[config.mk]
export PLATFORM = sky130hd
export DESIGN_NAME = adsf_frame_ctrl
export DESIGN_NICKNAME = d
export VERILOG_FILES = /design/src/adsf_pkg.sv /design/src/adsf_sync.sv /design/src/adsf_converter.sv /design/src/adsf_frame_ctrl.sv
export VERILOG_INCLUDE_DIRS = /design/src
export SDC_FILE = /design/constraint.sdc
export NUM_CORES = 1
export LEC_CHECK = 0
export BUFFER_PORTS_ARGS = -buffer_cell sky130_fd_sc_hd__buf_4
export CELL_PAD_IN_SITES_DETAIL_PLACEMENT = 1
export CELL_PAD_IN_SITES_GLOBAL_PLACEMENT = 2
export CORE_MARGIN = 2
export CORE_UTILIZATION = 40
export CTS_CLUSTER_DIAMETER = 120
export CTS_CLUSTER_SIZE = 28
export DETAILED_ROUTE_END_ITERATION = 12
export GPL_TIMING_DRIVEN = 0
export PLACE_DENSITY = 0.79
export RECOVER_POWER = 50
export SETUP_SLACK_MARGIN = 0.02
export SLEW_MARGIN = 20
export SYNTH_ARGS = -nofsm -noshare
export SYNTH_HDL_FRONTEND = slang
export SYNTH_SLANG_ARGS = --single-unit
[constraint.sdc]
create_clock -name sys_clk -period 3.15 [get_ports sys_clk]
set_input_delay 0 -clock sys_clk [delete_from_list [all_inputs] [get_ports sys_clk]]
set_output_delay 0 -clock sys_clk [all_outputs]
set_load 0.005 [all_outputs]
[src/adsf_regs.svh]
// Constants for the serial frame and mode controller
`ifndef ADSF_REGS_SVH
`define ADSF_REGS_SVH
`define ADSF_CMD_BITS          16
`define ADSF_DATA_BITS         14
`define ADSF_SHIFT_BITS        16
`define ADSF_CMD_HOLD          16'h0000
`define ADSF_CMD_STANDBY       16'h8200
`define ADSF_CMD_POWER_DOWN    16'h8300
`define ADSF_CMD_AUTO_SCAN     16'ha000
`define ADSF_CMD_MAN_BASE      16'hc000
`define ADSF_CMD_MAN_MASK      16'hfc00
`define ADSF_CMD_RESET         16'h8500
`define ADSF_CONV_TIME_NS      2000
`define ADSF_CONV_CYCLES       ((`ADSF_CONV_TIME_NS + 24) / 25)
`define ADSF_CH_BITS           3
`define ADSF_REGISTER_PROGRAM_MODE_BIT          15
`endif

[src/adsf_pkg.sv]
// Types of the serial frame and mode controller
package adsf_pkg;
	typedef enum logic [5:0] {
		MODE_IDLE     = 6'b000001,
		MODE_STANDBY  = 6'b000010,
		MODE_PWRDOWN  = 6'b000100,
		MODE_AUTO     = 6'b001000,
		MODE_MANUAL   = 6'b010000,
		MODE_INVALID  = 6'b100000
	} adsf_mode_type;
endpackage

[src/adsf_sync.sv]
// Two-flop synchroniser for pin inputs
`timescale 1ns/1ps
`default_nettype none
module adsf_sync #(
	parameter int WIDTH = 1
) (
	// Clock and reset
	input  wire logic             sys_clk,
	input  wire logic             reset_n,
	// Data
	input  wire logic [WIDTH-1:0] asyncIn,
	output var  logic [WIDTH-1:0] syncOut
);
	logic [WIDTH-1:0] stage1;
	logic [WIDTH-1:0] next_stage1;
	logic [WIDTH-1:0] next_syncOut;

	always_comb begin
		next_stage1 = asyncIn;
		next_syncOut = stage1;
	end

	always_ff @(posedge sys_clk or negedge reset_n) begin
		if (!reset_n) begin
			stage1 <= '0;
			syncOut <= '0;
		end else begin
			stage1 <= next_stage1;
			syncOut <= next_syncOut;
		end
	end
endmodule
`default_nettype wire

[src/adsf_converter.sv]
// Conversion timer that loads the padded result word
`timescale 1ns/1ps
`default_nettype none
`include "adsf_regs.svh"
module adsf_converter #(
	parameter int CONV_CYCLES = `ADSF_CONV_CYCLES
) (
	// Clock and reset
	input  wire logic                       sys_clk,
	input  wire logic                       reset_n,
	// Control
	input  wire logic                       start,
	input  wire logic [`ADSF_DATA_BITS-1:0] sample,
	// Result
	output var  logic                       done,
	output var  logic [`ADSF_SHIFT_BITS-1:0] result
);
	logic [15:0]                  count;
	logic [15:0]                  next_count;
	logic                         busy;
	logic                         next_busy;
	logic                         next_done;
	logic [`ADSF_SHIFT_BITS-1:0]  next_result;
	logic [`ADSF_DATA_BITS-1:0]   held;
	logic [`ADSF_DATA_BITS-1:0]   next_held;

	always_comb begin
		next_count = count;
		next_busy = busy;
		next_done = 1'b0;
		next_result = result;
		next_held = held;
		if (start) begin
			next_held = sample;
			next_busy = 1'b1;
			next_count = 16'(CONV_CYCLES);
		end else if (busy) begin
			if (count <= 16'h0001) begin
				next_busy = 1'b0;
				next_done = 1'b1;
				next_result = {held, 2'b00};
			end else begin
				next_count = count - 16'h0001;
			end
		end
	end

	always_ff @(posedge sys_clk or negedge reset_n) begin
		if (!reset_n) begin
			count <= 16'h0000;
			busy <= 1'b0;
			done <= 1'b0;
			result <= 16'h0000;
			held <= 14'h0000;
		end else begin
			count <= next_count;
			busy <= next_busy;
			done <= next_done;
			result <= next_result;
			held <= next_held;
		end
	end
endmodule
`default_nettype wire

[src/adsf_frame_ctrl.sv]
// Serial frame handling and operating-mode control
// Contract
// - Chip select fall samples channel, starts conversion in auto or manual mode
// - First sixteen clocks carry next command
// - Output held low during command phase
// - Result word is fourteen bits plus 00
// - Sixteenth falling edge presents result MSB
// - Later edges shift chain input through
// - Output released when chip select high
// - Idle after power-up until commanded
// - Program registers default; host configures first
// - All-zero word keeps last mode
// - All-zero in invalid state returns to idle
// - Command executes after sixteenth edge
// - Early chip select rise means invalid state
// - Invalid state returns invalid data, alarm kept
// - Standby word enters standby at rise
// - Standby held until conversion, power-down or reset command, or early rise
// - Standby long frames give invalid data
// - Conversion command leaves standby at rise
// - Standby exit keeps program registers
// - Input captured on first sixteen falls
// - Changes apply at next chip select fall
`timescale 1ns/1ps
`default_nettype none
`include "adsf_regs.svh"
module adsf_frame_ctrl #(
	parameter int NUM_CH      = 8,
	parameter int CONV_CYCLES = `ADSF_CONV_CYCLES
) (
	// Clock and reset
	input  wire logic                        sys_clk,
	input  wire logic                        reset_n,
	// Serial pins
	input  wire logic                        chipSel_n,
	input  wire logic                        serClk,
	input  wire logic                        serIn,
	input  wire logic                        chainIn,
	output var  logic                        serOut,
	output var  logic                        serOutEn_n,
	// Converter side
	input  wire logic [`ADSF_DATA_BITS-1:0]  sampleData,
	input  wire logic [NUM_CH-1:0]           autoSeq,
	output var  logic                        sampleStrobe,
	output var  logic [`ADSF_CH_BITS-1:0]    sampleChannel,
	output var  logic [`ADSF_CH_BITS-1:0]    alarmChannel,
	output var  logic                        refPowered,
	output var  logic                        convPowered,
	// Program register access and mode state
	output var  logic                        progStrobe,
	output var  logic [`ADSF_CMD_BITS-1:0]   progWord,
	output var  logic [2:0]                  modeState
);
	logic [2:0]                     pins;
	logic                           csSync;
	logic                           sclkSync;
	logic                           sdiSync;
	logic                           chainSync;
	logic                           csPrev;
	logic                           sclkPrev;
	logic                           next_csPrev;
	logic                           next_sclkPrev;
	logic                           csFall;
	logic                           csRise;
	logic                           sclkFall;
	logic [7:0]                     edgeCount;
	logic [7:0]                     next_edgeCount;
	logic [`ADSF_CMD_BITS-1:0]      cmdShift;
	logic [`ADSF_CMD_BITS-1:0]      next_cmdShift;
	logic [`ADSF_CMD_BITS-1:0]      pending;
	logic [`ADSF_CMD_BITS-1:0]      next_pending;
	logic                           cmdValid;
	logic                           next_cmdValid;
	logic [`ADSF_SHIFT_BITS-1:0]    outShift;
	logic [`ADSF_SHIFT_BITS-1:0]    next_outShift;
	logic                           next_serOut;
	logic                           next_serOutEn_n;
	adsf_pkg::adsf_mode_type        mode;
	adsf_pkg::adsf_mode_type        next_mode;
	logic                           converting;
	logic                           next_converting;
	logic                           dataGood;
	logic                           next_dataGood;
	logic [`ADSF_CH_BITS-1:0]       channel;
	logic [`ADSF_CH_BITS-1:0]       next_channel;
	logic [`ADSF_CH_BITS-1:0]       nextAuto;
	logic                           next_sampleStrobe;
	logic [`ADSF_CH_BITS-1:0]       next_sampleChannel;
	logic [`ADSF_CH_BITS-1:0]       next_alarmChannel;
	logic                           next_refPowered;
	logic                           next_convPowered;
	logic                           next_progStrobe;
	logic [`ADSF_CMD_BITS-1:0]      next_progWord;
	logic [2:0]                     next_modeState;
	logic                           convDone;
	logic [`ADSF_SHIFT_BITS-1:0]    convResult;
	logic [`ADSF_CMD_BITS-1:0]      word;

	adsf_sync #(
		.WIDTH(3)
	) pinSync (
		.sys_clk(sys_clk),
		.reset_n(reset_n),
		.asyncIn({serClk, serIn, chainIn}),
		.syncOut(pins)
	);

	// Chip select synchronised apart so it idles high after reset
	logic csMeta;
	always_ff @(posedge sys_clk or negedge reset_n) begin
		if (!reset_n) begin
			csMeta <= 1'b1;
			csSync <= 1'b1;
		end else begin
			csMeta <= chipSel_n;
			csSync <= csMeta;
		end
	end

	assign sclkSync = pins[2];
	assign sdiSync = pins[1];
	assign chainSync = pins[0];

	adsf_converter #(
		.CONV_CYCLES(CONV_CYCLES)
	) conv (
		.sys_clk(sys_clk),
		.reset_n(reset_n),
		.start(next_sampleStrobe),
		.sample(sampleData),
		.done(convDone),
		.result(convResult)
	);

	// Next channel of the auto-scan sequence after the current one
	function automatic logic [`ADSF_CH_BITS-1:0] seqNext(
		input logic [NUM_CH-1:0]        sel,
		input logic [`ADSF_CH_BITS-1:0] cur,
		input logic                     restart
	);
		logic [`ADSF_CH_BITS-1:0] first;
		logic [`ADSF_CH_BITS-1:0] after;
		logic                     gotFirst;
		logic                     gotAfter;
		first = '0;
		after = '0;
		gotFirst = 1'b0;
		gotAfter = 1'b0;
		for (int i = 0; i < NUM_CH; i++) begin
			if (sel[i] && !gotFirst) begin
				first = `ADSF_CH_BITS'(i);
				gotFirst = 1'b1;
			end
			if (sel[i] && !gotAfter && `ADSF_CH_BITS'(i) > cur) begin
				after = `ADSF_CH_BITS'(i);
				gotAfter = 1'b1;
			end
		end
		return (restart || !gotAfter) ? first : after;
	endfunction

	always_comb begin
		csFall = csPrev && !csSync;
		csRise = !csPrev && csSync;
		sclkFall = sclkPrev && !sclkSync && !csSync;
		next_csPrev = csSync;
		next_sclkPrev = sclkSync;
		next_edgeCount = edgeCount;
		next_cmdShift = cmdShift;
		next_pending = pending;
		next_cmdValid = cmdValid;
		next_outShift = outShift;
		next_serOut = serOut;
		next_serOutEn_n = serOutEn_n;
		next_mode = mode;
		next_converting = converting;
		next_dataGood = dataGood;
		next_channel = channel;
		next_sampleStrobe = 1'b0;
		next_sampleChannel = sampleChannel;
		next_alarmChannel = alarmChannel;
		next_progStrobe = 1'b0;
		next_progWord = progWord;
		word = {cmdShift[`ADSF_CMD_BITS-2:0], sdiSync};
		nextAuto = seqNext(autoSeq, channel, 1'b0);
		if (csSync) begin
			next_serOutEn_n = 1'b1;
			next_serOut = 1'b0;
		end
		if (csFall) begin
			next_edgeCount = 8'h00;
			next_serOutEn_n = 1'b0;
			next_serOut = 1'b0;
			next_cmdValid = 1'b0;
			next_dataGood = 1'b0;
			next_converting = 1'b0;
			// Settings of the last frame apply here
			if (mode == adsf_pkg::MODE_AUTO ||
				mode == adsf_pkg::MODE_MANUAL) begin
				next_sampleStrobe = 1'b1;
				next_converting = 1'b1;
				next_sampleChannel = channel;
				next_alarmChannel = channel;
				if (mode == adsf_pkg::MODE_AUTO) begin
					next_channel = nextAuto;
				end
			end
		end
		if (convDone && converting) begin
			next_outShift = convResult;
			next_dataGood = 1'b1;
		end
		if (sclkFall) begin
			if (edgeCount != 8'hff) begin
				next_edgeCount = edgeCount + 8'h01;
			end
			if (edgeCount < 8'(`ADSF_CMD_BITS)) begin
				next_cmdShift = word;
			end
			if (edgeCount == 8'(`ADSF_CMD_BITS - 1)) begin
				next_pending = word;
				next_cmdValid = 1'b1;
				// Invalid when no conversion ran in this frame
				// MSB stays in place; chain bits enter from the next edge
				next_serOut = dataGood ? outShift[`ADSF_SHIFT_BITS-1]
					: 1'b1;
				if (word[`ADSF_REGISTER_PROGRAM_MODE_BIT] == 1'b0 &&
					word != `ADSF_CMD_HOLD) begin
					next_progStrobe = 1'b1;
					next_progWord = word;
				end
			end else if (edgeCount >= 8'(`ADSF_CMD_BITS)) begin
				next_serOut = dataGood ? outShift[`ADSF_SHIFT_BITS-2]
					: 1'b1;
				next_outShift = {outShift[`ADSF_SHIFT_BITS-2:0],
					chainSync};
			end else begin
				next_serOut = 1'b0;
			end
		end
		if (csRise) begin
			if (!cmdValid) begin
				next_mode = adsf_pkg::MODE_INVALID;
			end else if (pending == `ADSF_CMD_HOLD) begin
				// Hold keeps mode, also after programming; in invalid go idle
				if (mode == adsf_pkg::MODE_INVALID) begin
					next_mode = adsf_pkg::MODE_IDLE;
				end
			end else if (pending == `ADSF_CMD_STANDBY) begin
				next_mode = adsf_pkg::MODE_STANDBY;
			end else if (pending == `ADSF_CMD_POWER_DOWN) begin
				next_mode = adsf_pkg::MODE_PWRDOWN;
			end else if (pending == `ADSF_CMD_RESET) begin
				next_mode = adsf_pkg::MODE_IDLE;
			end else if (pending == `ADSF_CMD_AUTO_SCAN) begin
				next_mode = adsf_pkg::MODE_AUTO;
				next_channel = seqNext(autoSeq, channel, 1'b1);
			end else if ((pending & `ADSF_CMD_MAN_MASK) ==
				`ADSF_CMD_MAN_BASE) begin
				next_mode = adsf_pkg::MODE_MANUAL;
				next_channel = pending[`ADSF_CH_BITS+6:7];
			end else if (mode == adsf_pkg::MODE_INVALID) begin
				next_mode = adsf_pkg::MODE_IDLE;
			end
		end
		next_refPowered = (next_mode != adsf_pkg::MODE_PWRDOWN);
		next_convPowered = (next_mode == adsf_pkg::MODE_AUTO ||
			next_mode == adsf_pkg::MODE_MANUAL);
		case (next_mode)
			adsf_pkg::MODE_IDLE:    next_modeState = 3'h0;
			adsf_pkg::MODE_STANDBY: next_modeState = 3'h1;
			adsf_pkg::MODE_PWRDOWN: next_modeState = 3'h2;
			adsf_pkg::MODE_AUTO:    next_modeState = 3'h3;
			adsf_pkg::MODE_MANUAL:  next_modeState = 3'h4;
			default:                next_modeState = 3'h5;
		endcase
	end

	always_ff @(posedge sys_clk or negedge reset_n) begin
		if (!reset_n) begin
			csPrev <= 1'b1;
			sclkPrev <= 1'b0;
			edgeCount <= 8'h00;
			cmdShift <= 16'h0000;
			pending <= 16'h0000;
			cmdValid <= 1'b0;
			outShift <= 16'h0000;
			serOut <= 1'b0;
			serOutEn_n <= 1'b1;
			mode <= adsf_pkg::MODE_IDLE;
			converting <= 1'b0;
			dataGood <= 1'b0;
			channel <= 3'h0;
			sampleStrobe <= 1'b0;
			sampleChannel <= 3'h0;
			alarmChannel <= 3'h0;
			refPowered <= 1'b1;
			convPowered <= 1'b0;
			progStrobe <= 1'b0;
			progWord <= 16'h0000;
			modeState <= 3'h0;
		end else begin
			csPrev <= next_csPrev;
			sclkPrev <= next_sclkPrev;
			edgeCount <= next_edgeCount;
			cmdShift <= next_cmdShift;
			pending <= next_pending;
			cmdValid <= next_cmdValid;
			outShift <= next_outShift;
			serOut <= next_serOut;
			serOutEn_n <= next_serOutEn_n;
			mode <= next_mode;
			converting <= next_converting;
			dataGood <= next_dataGood;
			channel <= next_channel;
			sampleStrobe <= next_sampleStrobe;
			sampleChannel <= next_sampleChannel;
			alarmChannel <= next_alarmChannel;
			refPowered <= next_refPowered;
			convPowered <= next_convPowered;
			progStrobe <= next_progStrobe;
			progWord <= next_progWord;
			modeState <= next_modeState;
		end
	end
endmodule
`default_nettype wire

Word-level counts from Yosys, hierarchy flattened. Cells that the tools add are included.

Output and inout port bits: 31. Register bits: 151.

Bitwise operators: 2. Add/subtract/negate cells: 2. Equality and inequality tests: 17. Magnitude comparators: 11. Reduce and logical (&&, ||, !) cells: 73. Mux-type cells: 148.

Operators by type and width (number): $mux W16 (7); $mux W1 (98); $mux W3 (27); $eq A16 B16 Y1 const B (4); $mux W6 (9); $logic_and A1 B1 Y1 (35); $logic_not A1 Y1 (24); $mux W8 (3); $le A16 B1 Y1 const B (1); $logic_not A16 Y1 (1); $reduce_bool A16 Y1 (1); $sub A16 B1 Y16 const B (1); $pmux W3 S5 (1); $eq A6 B4 Y1 const B (2); $eq A6 B5 Y1 const B (2); $eq A6 B6 Y1 const B (2); $gt A3 B3 Y1 const A (4); $add A8 B1 Y8 const B (1); $eq A8 B4 Y1 const B (1); $ge A8 B5 Y1 const B (1); $lt A8 B5 Y1 const B (1); $ne A8 B8 Y1 const B (1); $reduce_and A2 Y1 (4); $eq A6 B1 Y1 const B (1); other kinds (12) (21).

Logic depth before layout (Yosys ltp).
Depth after elaboration: 78. Depth in mapped cells: 10.

Modules after synthesis. A second synthesis with hierarchy kept.

Cell total of the unflattened synthesis: 633. Area, all modules: 6959.2 µm².

Modules (own cells, without submodules): adsf_frame_ctrl (cells each 459, instances 1, seq. area each 2484.9 µm², area each 4708.3 µm²); adsf_converter (cells each 168, instances 1, seq. area each 1151.1 µm², area each 2100.8 µm²); adsf_sync (cells each 6, instances 1, seq. area each 150.1 µm², area each 150.1 µm²).

Least setup slack after synthesis. No wires, ideal clock.

Path type: register to register. From: register conv.count[4]. To: register conv.result[10]. Setup time: 0.125 ns. Arrival: 2.613 ns. Required time: 3.025 ns. Path slack: 0.412 ns. Stages on the path, launching flop included: 8. Cells stage by stage: dfrtp_1 -> or4_4 -> or4_4 -> or3_4 -> nor4_4 -> nand3_4 -> buf_6 -> mux2_4.

Word-level cells in the longest chain between the ends: 2.

Ends and longest elaborated chain: from (decl) (line adsf_converter.sv:18) `logic [15:0] count;`; from (signal assigned) (line adsf_converter.sv:56) `count <= next_count;`; $le A16 B1 Y1 (line adsf_converter.sv:38) `if (count <= 16'h0001) begin`; $reduce_and A3 Y1 (no source line); to (signal assigned) (line adsf_converter.sv:59) `result <= next_result;`; to (decl) (line adsf_converter.sv:16) `` output var logic [`ADSF_SHIFT_BITS-1:0] result ``.

Every way passes these cells. A chain may end at the register's enable or synchronous reset.

Worst setup path in the final report.
From: register conv.count[4]. To: register conv.result[13].

The elaborated chain is that of the path after synthesis.

==> impl_metrics.yaml <==
status:
  outcome: "complete, but fails checks"
  violations: "max-capacitance violations, max-slew violations"
power_and_ir_drop:
  total_net_switching_power_mw: 0.9732
  power_report.internal_total_mw: 3.282
  switching_share: 0.2287
  p_leak_nw: 4.035
  power_density_nw_per_um2: 511.6
  totalPowerFinal_mw: 4.255
  peakVddDrop_mv: 0.3517
  combinationalPowerShare: 0.052
  seq_power_share: 0.488
  p_clk_frac: 0.460
clock_network:
  cts_tree: "done"
  ctsRootBufferMaster: "clkbuf_16"
  postCtsSetupBuffers: 0
  clk_latency_ns: 0.41
  cts.sink_count: 151
  clock_tree.buffer_depth: 2
  clkTransAtPathRegs_ns: 0.06
  tritoncts.num_buffers: 17
  ctsHtreeMaxLevel: 4
placement:
  placement.io_buffers: 58
  detailedPlacementHpwl_um: 10500
  postPlaceCellArea_um2: 7510
  post-place-cells: 890
  globalplace.congestion: 0.7844
logic_synthesis:
  yosys.area_share.xor_xnor: 0.02590
  post_synth_fa_ha_maj_area_fraction: 0.007399
  synth_seq_area_share: 0.5597
  synth_area_um2: 6764
  synth.yosys.warnings: 0
  synth.mux.area_fraction: 0.1319
  flop_and_latch_count_out_of_synthesis: 151
  postSynth.asyncResetShare: 1.000
  syn_avg_cell_area_um2: 11.07
  syn_inst: 611
  post_synth_simple_gate_area: 0.1683
  synth_top_family_by_area: "simple AND/OR/NAND/NOR gates"
  synth_enable_flop_cells: 0
  synth.net_count: 643
  synth_compound_area_frac: 0.08213
  synth_cell_type_count: 61
  synth-main-ff-cell: "dfrtp_1"
worst_setup_path:
  critPathCaptureType: "flop"
  worstPathRequired_ns: 3.45
  critical_path.max_fanout: 10
  critical_path.cell_chain: "or4_4 > or4_4 > or3_4 > nor4_4 > nand3_4 > buf_6 > mux2_4"
  cp-start-kind: "flop"
  crit_family: "simple AND/OR/NAND/NOR gates"
  timing.critical_path.arrival_ns: 3.27
  critical_path.max_stage_delay_ns: 0.57
  critPathKind: "flop to flop"
  crit_path_frequent_cell: "or4_4"
  critical_path_buffers_and_inverters: 1
  slowest_stage: "or4_4"
drt:
  detail_route.vias_per_cell: 5.222
  remaining_drc_errors: 0
  drt-wirelength-per-cell_um: 16.02
  totalWireLength_um: 15090
  dr.pass1.iters: 5
  route.vias.total: 4919
  detail_route.iter0.violations: 191
  post_route_ant_nets: 0
timing:
  final.setup.tns_ns: 0
  hold_viol_final: 0
  setup_viol_count_final: 0
  setup_repair_after_global_routing_missed_its_margin: "no"
  worst_slew_slack_as_a_fraction_of_its_limit: -0.3620
  post-route-min-period_ns: 2.972
  worst_max_slew_pin_slew_ns: 2.043
  period_share: 0.9435
  final_slew_violations: 83
  fin_skew_ns: 0.005957
  max_clk_rate_mhz: 336.5
final_layout:
  layout_common_cells: "145 x dfrtp_1, 110 x nand2_1, 53 x mux2_2"
  final_net_count: 741
  n_antenna_cell: 0
  fin_area_um2: 8317
  post-route-util: 0.5015
  drive_above_1_share: 0.2465
  fin_cells: 942
  area_delta_synth_final_pct: 22.96
  final_common_cell: "dfrtp_1"
die:
  floorplan.initialDensity: 0.4079
  die-height_um: 134.0
  core_region_area_um2: 16580
  floorplan.io_pins: 59
  fp.dieArea_um2: 17970
  die_w_um: 134.0
  rows: 47
run:
  max_cap_violations: 1
hold_path:
  timing.hold.worst.class: "input port to flop"
global_route:
  first_global_vias: 5229
  total_global_route_track_usage: 0.1804
  grt.overflow.total: 0
  grt_max_degree: 84
  first_pass_grt_wire_length_um: 26050
  antenna_found_initial: 0
[worst paths after layout]
kind,to,slack [ns],depth (start not counted),startpoint
max reg2reg,conv.result[13],0.18,7,conv.count[4]
min in group asynchronous,progWord[8],0.71,2,reset_n
min,channel[1],0.04,4,autoSeq[1]
max,conv.result[13],0.18,7,conv.count[4]
max in group asynchronous,refPowered,1.22,3,reset_n
min reg2reg,pinSync.syncOut[1],0.35,0,pinSync.next_syncOut[1]
[power by group through the flow]
stage / Clock, mW / Combinational (mW) / Sequential, mW
2_1_floorplan: 0 / 0.102 / 2.08
3_3_place_gp: 0 / 0.189 / 2.11
3_5_place_dp: 0 / 0.204 / 2.11
4_1_cts: 2.02 / 0.230 / 2.08
5_1_grt: 2.12 / 0.249 / 2.09
6_report: 1.96 / 0.223 / 2.08
[logic make-up after synthesis]
logic type                 count (synthesis)
AOI/OAI and AO/OA                         86
xor gates and xnor gates                  20
muxes                                     78
adders and majority gates                  4
buffers and inverters                     39
DFF                                      151
and+or+nand+nor                          233
[state kept, by name, summed over array words and instances (netlist names), 3 cells and up]
| signal | count |
|---|---|
| alarmChannel | 3 |
| channel | 3 |
| cmdShift | 15 |
| conv.count | 16 |
| conv.held | 14 |
| conv.result | 14 |
| edgeCount | 8 |
| mode | 6 |
| modeState | 3 |
| outShift | 16 |
| pending | 16 |
| pinSync.next_syncOut | 3 |
| pinSync.syncOut | 3 |
| progWord | 16 |
[cell type report]
cell class | instances | area, µm²
Sequential cell | 151 | 3786
Multi-Input combinational cell | 421 | 2849
Timing Repair Buffer | 79 | 660.6
Clock buffer | 22 | 484.2
Buffer | 28 | 125.1
Inverter | 11 | 41.29
Fill cell | 1795 | 8267
Tap cell | 220 | 275.3
Clock inverter | 10 | 95.09
[per-layer routing]
layer | wire length, µm | vias to the layer above | GRT usage
li1 | - | 2340 | -
met2 | 7382 | 69 | 0.3031
met1 | 7067 | 2489 | 0.2346
met5 | 0 | - | 0
met3 | 386 | 21 | 0.03553
met4 | 252 | 0 | 0.06140
[per-stage QoR]
step                worst slack (ns)  hold slack (ns)
floorplan                     0.4116          -0.2956
global placement              0.1135           0.1102
detailed placement          -0.01799          0.03783
CTS                           0.1064          0.02435
global route                 0.08176          0.06594
finish                        0.1779          0.04243
[worst min-delay path, cell delays in order]
cell and delay [ns]:
buf_4 0.12, nor3_1 0.07, o22ai_1 0.11, a22oi_1 0.11
[Yosys cell counts, drive strengths merged (2+ instances only)]
cell | instances | area share
dfrtp | 145 | 0.54
nand2 | 110 | 0.061
mux2 | 62 | 0.11
o21ai | 35 | 0.026
nor2 | 33 | 0.018
clkbuf | 23 | 0.013
nand3 | 18 | 0.015
mux2i | 16 | 0.024
nor3 | 13 | 0.0096
xnor2 | 13 | 0.017
a21oi | 12 | 0.0089
inv | 11 | 0.0061
nor4 | 11 | 0.012
nand2b | 8 | 0.0074
or4 | 7 | 0.0089
xor2 | 7 | 0.0091
dfstp | 6 | 0.023
nor2b | 6 | 0.0055
o31ai | 6 | 0.0074
buf | 5 | 0.0057
and3 | 4 | 0.0037
ha | 4 | 0.0074
nand4 | 4 | 0.0037
nor3b | 4 | 0.0044
nor4b | 4 | 0.0052
o211ai | 4 | 0.0044
or3 | 4 | 0.0048
a21boi | 3 | 0.0033
a21o | 3 | 0.0033
nand3b | 3 | 0.0033
o21bai | 3 | 0.0033
a22oi | 2 | 0.0022
a2bb2oi | 2 | 0.0026
a311oi | 2 | 0.0035
a31oi | 2 | 0.0018
o311ai | 2 | 0.0026
[what timing repair did]
action | CTS | global route
resized for setup | 1 | 4
hold buffers | 20 | 0
setup endpoints to repair | 8 | 11
endpoints found under the hold margin | 101 | 0
No activity file was read; power rests on OpenSTA's default activity.
